`config.mk`:
```
export PLATFORM = sky130hd
export DESIGN_NAME = smx_top
export DESIGN_NICKNAME = d
export VERILOG_FILES = /design/src/include/smx_pkg.sv /design/src/include/smx_word_if.sv /design/src/verilog/smx_sync3.sv /design/src/verilog/smx_fifo2.sv /design/src/verilog/smx_top.sv
export SDC_FILE = /design/constraint.sdc
export NUM_CORES = 1
export LEC_CHECK = 0
export BUFFER_PORTS_ARGS = -buffer_cell sky130_fd_sc_hd__buf_4
export CAP_MARGIN = 20
export CORE_MARGIN = 8
export CORE_UTILIZATION = 46
export DETAILED_ROUTE_END_ITERATION = 8
export PLACE_DENSITY = 0.71
export SETUP_SLACK_MARGIN = 0.15
export SLEW_MARGIN = 5
export SYNTH_ARGS = -nofsm -noshare
export SYNTH_HDL_FRONTEND = slang
export SYNTH_SLANG_ARGS = --single-unit
```
`constraint.sdc`:
```
create_clock -name clock -period 3.1 [get_ports clock]
set_clock_uncertainty 0.2 [all_clocks]
set_input_delay 0.465 -clock clock [delete_from_list [all_inputs] [get_ports clock]]
set_output_delay 0.465 -clock clock [all_outputs]
set_load 0.02 [all_outputs]
```
`src/include/smx_pkg.sv`:
```
// Constants and types shared by the serial channel selector
package smx_pkg;
  // Control word layout
  localparam int WORD_W = 4;
  localparam int IDX_W = 3;
  localparam int N_CHAN = 8;
  localparam int ON_BIT = 3;
  localparam int IDX_MSB = 2;
  // Reset values and the one-hot decode base
  localparam logic [WORD_W-1:0] SHREG_RST = 4'h0;
  localparam logic [N_CHAN-1:0] CHAN_RST = 8'h00;
  localparam logic CS_HI_RST = 1'b1;
  localparam logic [N_CHAN-1:0] CHAN_ONE = 8'h01;
  // Timing, nanoseconds and derived cycle counts
  localparam int CLK_NS = 8;
  localparam int TON_NS = 700;
  localparam int TURN_OFF_DELAY_NS = 300;
  localparam int TON_CYC = TON_NS / CLK_NS;
  localparam int TURN_OFF_DELAY_CYC = TURN_OFF_DELAY_NS / CLK_NS;
  localparam int CNT_W = 7;
  localparam logic [CNT_W-1:0] TON_LOAD = CNT_W'(TON_CYC - 1);
  localparam logic [CNT_W-1:0] TURN_OFF_DELAY_LOAD = CNT_W'(TURN_OFF_DELAY_CYC - 1);
  localparam logic [CNT_W-1:0] CNT_ZERO = 7'h00;
  localparam logic [CNT_W-1:0] CNT_ONE = 7'h01;
  // Switch sequencer states
  typedef enum logic [1:0] {
    ST_IDLE = 2'b00,
    ST_BREAK = 2'b01,
    ST_MAKE = 2'b10,
    ST_ON = 2'b11
  } smx_state_t;
endpackage

```
`src/include/smx_word_if.sv`:
```
// Valid/ready carrier for one control word
`timescale 1ns/1ps
`default_nettype none
interface smx_word_if;
  logic valid;
  logic ready;
  logic [smx_pkg::WORD_W-1:0] data;
  modport src (output valid, output data, input ready);
  modport snk (input valid, input data, output ready);
endinterface
`default_nettype wire

```
`src/verilog/smx_sync3.sv`:
```
// Three-stage pin synchroniser with agreed level and edge pulses
`timescale 1ns/1ps
`default_nettype none
module smx_sync3 #(
  parameter logic RST_VAL = 1'b0
) (
  // Clocking
  input wire logic clock,
  input wire logic arst_n,
  input wire logic clk_en,
  // Pin and results
  input wire logic pin_i,
  output logic level_q,
  output logic rise_q,
  output logic fall_q
);
  logic s1_q;
  logic s2_q;
  logic s3_q;
  logic level_d;

  assign level_d = (s2_q == s3_q) ? s2_q : level_q;

  always_ff @(posedge clock or negedge arst_n) begin
    if (!arst_n) begin
      s1_q <= RST_VAL;
      s2_q <= RST_VAL;
      s3_q <= RST_VAL;
      level_q <= RST_VAL;
      rise_q <= 1'b0;
      fall_q <= 1'b0;
    end else if (clk_en) begin
      s1_q <= pin_i;
      s2_q <= s1_q;
      s3_q <= s2_q;
      level_q <= level_d;
      rise_q <= level_d & ~level_q;
      fall_q <= ~level_d & level_q;
    end
  end
endmodule // smx_sync3
`default_nettype wire

```
`src/verilog/smx_fifo2.sv`:
```
// Two-entry word buffer with valid and ready on both sides
`timescale 1ns/1ps
`default_nettype none
module smx_fifo2 (
  // Clocking
  input wire logic clock,
  input wire logic arst_n,
  input wire logic clk_en,
  // Fill and drain sides
  smx_word_if.snk in_w,
  smx_word_if.src out_w
);
  import smx_pkg::*;
  logic [WORD_W-1:0] slot_q [2];
  logic wr_q;
  logic rd_q;
  logic [1:0] cnt_q;
  logic push;
  logic pop;

  assign in_w.ready = (cnt_q != 2'h2);
  assign out_w.valid = (cnt_q != 2'h0);
  assign out_w.data = slot_q[rd_q];
  assign push = clk_en & in_w.valid & in_w.ready;
  assign pop = clk_en & out_w.valid & out_w.ready;

  always_ff @(posedge clock or negedge arst_n) begin
    if (!arst_n) begin
      slot_q[0] <= SHREG_RST;
      slot_q[1] <= SHREG_RST;
      wr_q <= 1'b0;
      rd_q <= 1'b0;
      cnt_q <= 2'h0;
    end else begin
      if (push) begin
        slot_q[wr_q] <= in_w.data;
        wr_q <= ~wr_q;
      end
      if (pop) begin
        rd_q <= ~rd_q;
      end
      cnt_q <= cnt_q + {1'b0, push} - {1'b0, pop};
    end
  end
endmodule // smx_fifo2
`default_nettype wire

```
`src/verilog/smx_top.sv`:
```
// Serial channel selector: shift register, pass-through and switch sequencer
`timescale 1ns/1ps
`default_nettype none
// What this block does
// - One system clock times word loading and forward pass-through.
// - Chip select high: accept word bits, forward data toward second pin.
// - Chip select low: enable chosen channel, reverse data to first pin.
// - Chip select high: shift first data pin into 4-bit register each rising edge.
// - Word is one channel-on bit then three channel-number bits.
// - Channel-on bit one turns on the indexed channel.
// - Channel-on bit zero keeps every channel off.
// - Index is unsigned binary, msb first; 000 input zero, 111 input seven.
// - On chip select fall, all channels switch off at once.
// - After the gap and turn-on delay, chosen channel switches on.
// - Channel stays on until next chip select fall, then turns off.
// - Chip select high: forward driver on, reverse driver off.
// - Forward bits emerge on second pin after fourth rising edge.
// - Chip select low: first pin driven directly from second pin.
module smx_top (
  // System
  input wire logic clock,
  input wire logic arst_n,
  input wire logic clk_en,
  // Serial pins
  input wire logic ser_clk_i,
  input wire logic chip_sel_i,
  input wire logic data1_i,
  output logic data1_o,
  output logic data1_oe,
  input wire logic data2_i,
  output logic data2_o,
  output logic data2_oe,
  // Analog switch controls, channel status and buffer room
  output logic [smx_pkg::N_CHAN-1:0] analog_inputs,
  output logic chan_active,
  output logic word_room
);
  import smx_pkg::*;

  // Synchronised pins
  logic sclk_lvl;
  logic sclk_rise;
  logic cs_hi;
  logic cs_fall;
  logic d1_lvl;

  smx_sync3 #(.RST_VAL(1'b0)) u_clk_sync (
    .clock(clock),
    .arst_n(arst_n),
    .clk_en(clk_en),
    .pin_i(ser_clk_i),
    .level_q(sclk_lvl),
    .rise_q(sclk_rise),
    .fall_q()
  );

  smx_sync3 #(.RST_VAL(CS_HI_RST)) u_cs_sync (
    .clock(clock),
    .arst_n(arst_n),
    .clk_en(clk_en),
    .pin_i(chip_sel_i),
    .level_q(cs_hi),
    .rise_q(),
    .fall_q(cs_fall)
  );

  smx_sync3 #(.RST_VAL(1'b0)) u_d1_sync (
    .clock(clock),
    .arst_n(arst_n),
    .clk_en(clk_en),
    .pin_i(data1_i),
    .level_q(d1_lvl),
    .rise_q(),
    .fall_q()
  );

  // Shift register
  logic [WORD_W-1:0] shreg_q;
  logic [WORD_W-1:0] shreg_d;
  logic shift_en;

  assign shift_en = clk_en & cs_hi & sclk_rise;
  assign shreg_d = shift_en ? {shreg_q[WORD_W-2:0], d1_lvl} : shreg_q;

  always_ff @(posedge clock or negedge arst_n) begin
    if (!arst_n) begin
      shreg_q <= SHREG_RST;
    end else begin
      shreg_q <= shreg_d;
    end
  end

  assign data2_o = shreg_q[WORD_W-1];

  // Driver enables
  logic fwd_oe_q;
  logic rev_oe_q;

  always_ff @(posedge clock or negedge arst_n) begin
    if (!arst_n) begin
      fwd_oe_q <= CS_HI_RST;
      rev_oe_q <= ~CS_HI_RST;
    end else if (clk_en) begin
      fwd_oe_q <= cs_hi;
      rev_oe_q <= ~cs_hi;
    end
  end

  assign data2_oe = fwd_oe_q;
  assign data1_oe = rev_oe_q;
  assign data1_o = data2_i;

  // Word buffer between loader and sequencer
  smx_word_if w_in ();
  smx_word_if w_out ();
  logic room_q;

  assign w_in.valid = cs_fall;
  assign w_in.data = shreg_q;

  smx_fifo2 u_buf (
    .clock(clock),
    .arst_n(arst_n),
    .clk_en(clk_en),
    .in_w(w_in.snk),
    .out_w(w_out.src)
  );

  always_ff @(posedge clock or negedge arst_n) begin
    if (!arst_n) begin
      room_q <= 1'b1;
    end else if (clk_en) begin
      room_q <= w_in.ready;
    end
  end

  assign word_room = room_q;

  // Switch sequencer
  smx_state_t state_q;
  smx_state_t state_d;
  logic [CNT_W-1:0] cnt_q;
  logic [CNT_W-1:0] cnt_d;
  logic [WORD_W-1:0] word_q;
  logic [N_CHAN-1:0] chan_q;
  logic [N_CHAN-1:0] chan_d;
  logic [N_CHAN-1:0] chan_dec;
  logic word_on;
  logic cnt_done;
  logic pop;
  logic act_q;

  assign w_out.ready = (state_q != ST_BREAK);
  assign pop = clk_en & w_out.valid & w_out.ready;
  assign word_on = word_q[ON_BIT];
  assign chan_dec = CHAN_ONE << word_q[IDX_MSB:0];
  assign cnt_done = (cnt_q == CNT_ZERO);

  always_comb begin
    state_d = state_q;
    cnt_d = cnt_done ? cnt_q : cnt_q - CNT_ONE;
    unique case (state_q)
      ST_IDLE: begin
        if (pop) begin
          state_d = ST_BREAK;
          cnt_d = TURN_OFF_DELAY_LOAD;
        end
      end
      ST_BREAK: begin
        if (cnt_done) begin
          state_d = word_on ? ST_MAKE : ST_IDLE;
          cnt_d = TON_LOAD;
        end
      end
      ST_MAKE: begin
        if (pop) begin
          state_d = ST_BREAK;
          cnt_d = TURN_OFF_DELAY_LOAD;
        end else if (cnt_done) begin
          state_d = ST_ON;
        end
      end
      ST_ON: begin
        if (pop) begin
          state_d = ST_BREAK;
          cnt_d = TURN_OFF_DELAY_LOAD;
        end
      end
    endcase
  end

  assign chan_d = cs_fall ? CHAN_RST :
                  (state_q == ST_MAKE && cnt_done && !pop) ? chan_dec :
                  (state_q == ST_ON && !pop) ? chan_q : CHAN_RST;

  always_ff @(posedge clock or negedge arst_n) begin
    if (!arst_n) begin
      state_q <= ST_IDLE;
      cnt_q <= CNT_ZERO;
      word_q <= SHREG_RST;
      chan_q <= CHAN_RST;
      act_q <= 1'b0;
    end else if (clk_en) begin
      state_q <= state_d;
      cnt_q <= cnt_d;
      chan_q <= chan_d;
      act_q <= |chan_d;
      if (pop) begin
        word_q <= w_out.data;
      end
    end
  end

  assign analog_inputs = chan_q;
  assign chan_active = act_q;

  // Checks
  logic [CNT_W-1:0] mk_len_q;

  always_ff @(posedge clock or negedge arst_n) begin
    if (!arst_n) begin
      mk_len_q <= CNT_ZERO;
    end else if (clk_en) begin
      mk_len_q <= (state_q == ST_MAKE) ? mk_len_q + CNT_ONE : CNT_ZERO;
    end
  end
endmodule // smx_top
`default_nettype wire

```
==> run summary <==
The area added between synthesis and finish was 11.44%; the post-synthesis adder-cell area fraction was 3.438%. Power spread over the standard cell area amounts to 771.0 mW/mm^2. The number of antenna diodes in the final layout is 0.

The accumulated negative setup slack is 0 ns, and the sequential fraction of the synthesis area is 54.32%. The number of iterations in the first detailed-routing pass was 4; the average vias per placed instance was 5.471. At the end of routability-driven placement, the weighted congestion stood at 0.7728.

The number of global-route vias before repair came out at 1,694. Summing the areas of all and, or, nand and nor instances in the mapped netlist gives 11.30% of the synthesized area. Summing the areas of all compound-gate instances in the mapped netlist gives 14.93% of the synthesized area.

The tools report the floorplan die area as 0.008175 mm^2. For this run, the leading register cell type out of synthesis is sky130_fd_sc_hd__dfrtp_1. After the flow finishes, the layout carries non-filler instances totaling 310. The count of input and output buffers works out to 18. The clock reaches the later pin of the worst-skew pair after 0.31 ns. Entering global routing, the biggest net connects 56 pins. The final layout contains 251 nets.

For the finished layout, the period the worst path requires is 2.473 ns. The row count was 27. Start point of the critical path: cnt_q[0]. The longest clock path from root to sink contains 2 buffers. After clock tree synthesis, the clock-pin slew on the worst setup and hold paths is 0.10 ns. The nature of the critical path endpoint is a flop. The most common library cell in the layout ignoring fill and taps was sky130_fd_sc_hd__dfrtp_1. In this run, post-CTS repair resized a total of 0 instances. The Yosys step of the flow raised 0 warnings. Wires add up to 4485 um.

In this run the critical register-to-register path is launched from cnt_q[0]. The initial standard-cell utilization of the core is 46.84%, and the number of distinct library cells after synthesis is 47. The HPWL after detailed placement is 3105 um. The run gives 0 as the number of pins with negative max-slew slack in the final report. After synthesis, the largest family of logic cells by area is compound AO/OA/AOI/OAI gates.

Headroom to the max-slew limit came out at 55.38%. In this run the static leakage power is 1.282 nW. For the worst setup path, the data arrival time is 2.48 ns. The die is 90.42 um wide. The final route contains 1,696 vias.

The path class of the tightest hold or removal check is input pin to async pin. The first routing iteration left 75 violations. Multiplexer share of the synthesized area: 11.25%. The library cells used most frequently in the layout, excluding fill and tap cells, are sky130_fd_sc_hd__dfrtp_1, sky130_fd_sc_hd__mux2_2, sky130_fd_sc_hd__buf_4.

Setup fix buffers added after clock tree synthesis: 0. In this run the critical register-to-register path is captured at analog_inputs[2]. The core region is 0.005439 mm^2.

The fraction of layout instances using a drive strength above 1 is 25.63%, and the total routing usage reported by global routing is 11.54%. The start-to-end type of the worst setup path is flop to flop. The run gives 7921 um as the global-route wire length before repair. The run finished, with violations left. The xor/xnor share of the synthesized area is 1.375%. The clock tree root driver cell was sky130_fd_sc_hd__clkbuf_8. For the pin with the worst max-slew slack, the measured transition is 0.6693 ns.

The logs give 0 for the number of antenna violations at the first check in global routing and 0.0004216 V for the worst IR drop on VDD. After detailed routing, the number of remaining DRC violations is 0. The remaining antenna violation count came out at 0.

Timing would allow up to 404.3 MHz. Along the worst path, the maximum fanout reaches 8. After clock tree synthesis, the flow added hold-fix buffers numbering 0. Setup repair after global routing left no endpoint under its margin. The number of buffers created by CTS was 5.

The number of flops mapped to enable cells by yosys was 0. The worst reg-to-reg path cell count came out at 6. For the level count of the clock H-tree, the log shows 2. For this run the aggregate overflow at the end of global routing stands at 0.

The worst path required time came out at 3.11 ns. The reg2reg setup slack was 0.63 ns. Counting flops with an async set or reset pin after synthesis yields a share of 100.0%. The tools report the worst hold margin as -0.01672 ns. TritonCTS built the clock tree. From bottom edge to top edge, the die measures 90.42 um.

The final worst-path cycle share works out to 79.78%. The flop and latch count out of synthesis is 55, and the post-synthesis net count is 234. Synthesis produced 220 cells. The run gives 19 as the number of failing hold endpoints at the final stage. The number of instances in the placed design is 302. The mapped netlist covers 0.002547 mm^2.

Setup violations remaining at the end of the flow were counted as 0. Number of clock sinks seen by CTS: 55. The final routed wire length divided by cell count was 14.47 um; the number of top-level pins was 21. Max-cap violations in this run came to 0. A synthesized cell averages 11.58 um^2. STA classifies the critical path startpoint as a flop.

The final reports fail on hold timing.
cell usage after synthesis, types with 4 or more instances:
cell | instances | area, um^2
sky130_fd_sc_hd__dfrtp_1 | 49 | 1226
sky130_fd_sc_hd__mux2_2 | 21 | 236.5
sky130_fd_sc_hd__a21oi_1 | 17 | 85.08
sky130_fd_sc_hd__nor2_1 | 15 | 56.30
sky130_fd_sc_hd__inv_1 | 12 | 45.04
sky130_fd_sc_hd__nand2_1 | 9 | 33.78
sky130_fd_sc_hd__ha_1 | 7 | 87.58
sky130_fd_sc_hd__o21ai_0 | 7 | 35.03
sky130_fd_sc_hd__clkbuf_1 | 6 | 22.52
sky130_fd_sc_hd__dfstp_2 | 6 | 157.7
sky130_fd_sc_hd__nand2b_1 | 6 | 37.54
sky130_fd_sc_hd__mux2i_1 | 5 | 50.05
sky130_fd_sc_hd__a32o_1 | 4 | 40.04
sky130_fd_sc_hd__o2bb2ai_1 | 4 | 35.03
registers in the layout (all words and copies together), names as in the netlist, 2 cells and up:
register       cells
shreg_q            4
word_q             4
u_buf.cnt_q        2
u_buf.slot_q       8
analog_inputs      8
state_q            2
cnt_q              7
cells by family after synthesis:
| family | after synthesis |
|---|---|
| buffers and inverters | 22 |
| DFF | 55 |
| and+or+nand+nor | 53 |
| AOI/OAI and AO/OA | 53 |
| muxes | 26 |
| xor gates and xnor gates | 4 |
| adders and majority gates | 7 |
worst max path at each step:
stage	end	slack (ns)	cells past startpoint
floorplan	u_buf.cnt_q[1]	0.44	10
global placement	analog_inputs[2]	0.69	6
detailed placement	analog_inputs[2]	0.66	6
CTS	cnt_q[0]	0.63	9
global route	analog_inputs[0]	0.48	6
finish	analog_inputs[2]	0.63	6
power by group:
part	switching (mW)	internal [mW]
Clock	0.236	0.183
Sequential	0.180	0.908
Combinational	0.372	0.311
critical path, stage by stage (launching register included):
cell	delay [ns]
sky130_fd_sc_hd__dfrtp_1	0.41
sky130_fd_sc_hd__inv_1	0.11
sky130_fd_sc_hd__ha_1	0.20
sky130_fd_sc_hd__or4b_4	0.52
sky130_fd_sc_hd__a2111oi_4	0.46
sky130_fd_sc_hd__o21ai_2	0.21
sky130_fd_sc_hd__a22o_1	0.27
per-layer routing:
layer | GRT usage, % | wire, um | vias up
li1 | - | - | 827
met1 | 15.69 | 2313 | 837
met4 | 4.161 | 47 | 0
met2 | 17.55 | 1985 | 26
met5 | 0 | 0 | -
met3 | 2.577 | 138 | 6
stage by stage:
step	setup WS, ns	power [mW]	util, %	hold WS, ns	area, um^2
finish	0.6267	2.189	52.20	-0.01672	2839
floorplan	0.4371	1.597	-	-0.03059	2547
CTS	0.6266	2.205	52.20	0.01639	2839
detailed placement	0.6555	1.785	50.43	0.2795	2743
global placement	0.6905	1.762	50.43	0.2622	2743
global route	0.4775	2.355	52.20	0.04068	2839
cell type report:
class,count,area [um^2]
sequential,55,1384
timing repair buffer,19,142.6
multi-input combinational,143,1077
fill,478,2600
clock inverter,2,13.76
clock buffer,6,82.58
inverter,13,48.80
tap,72,90.09
(Power assumes the default switching activity.)
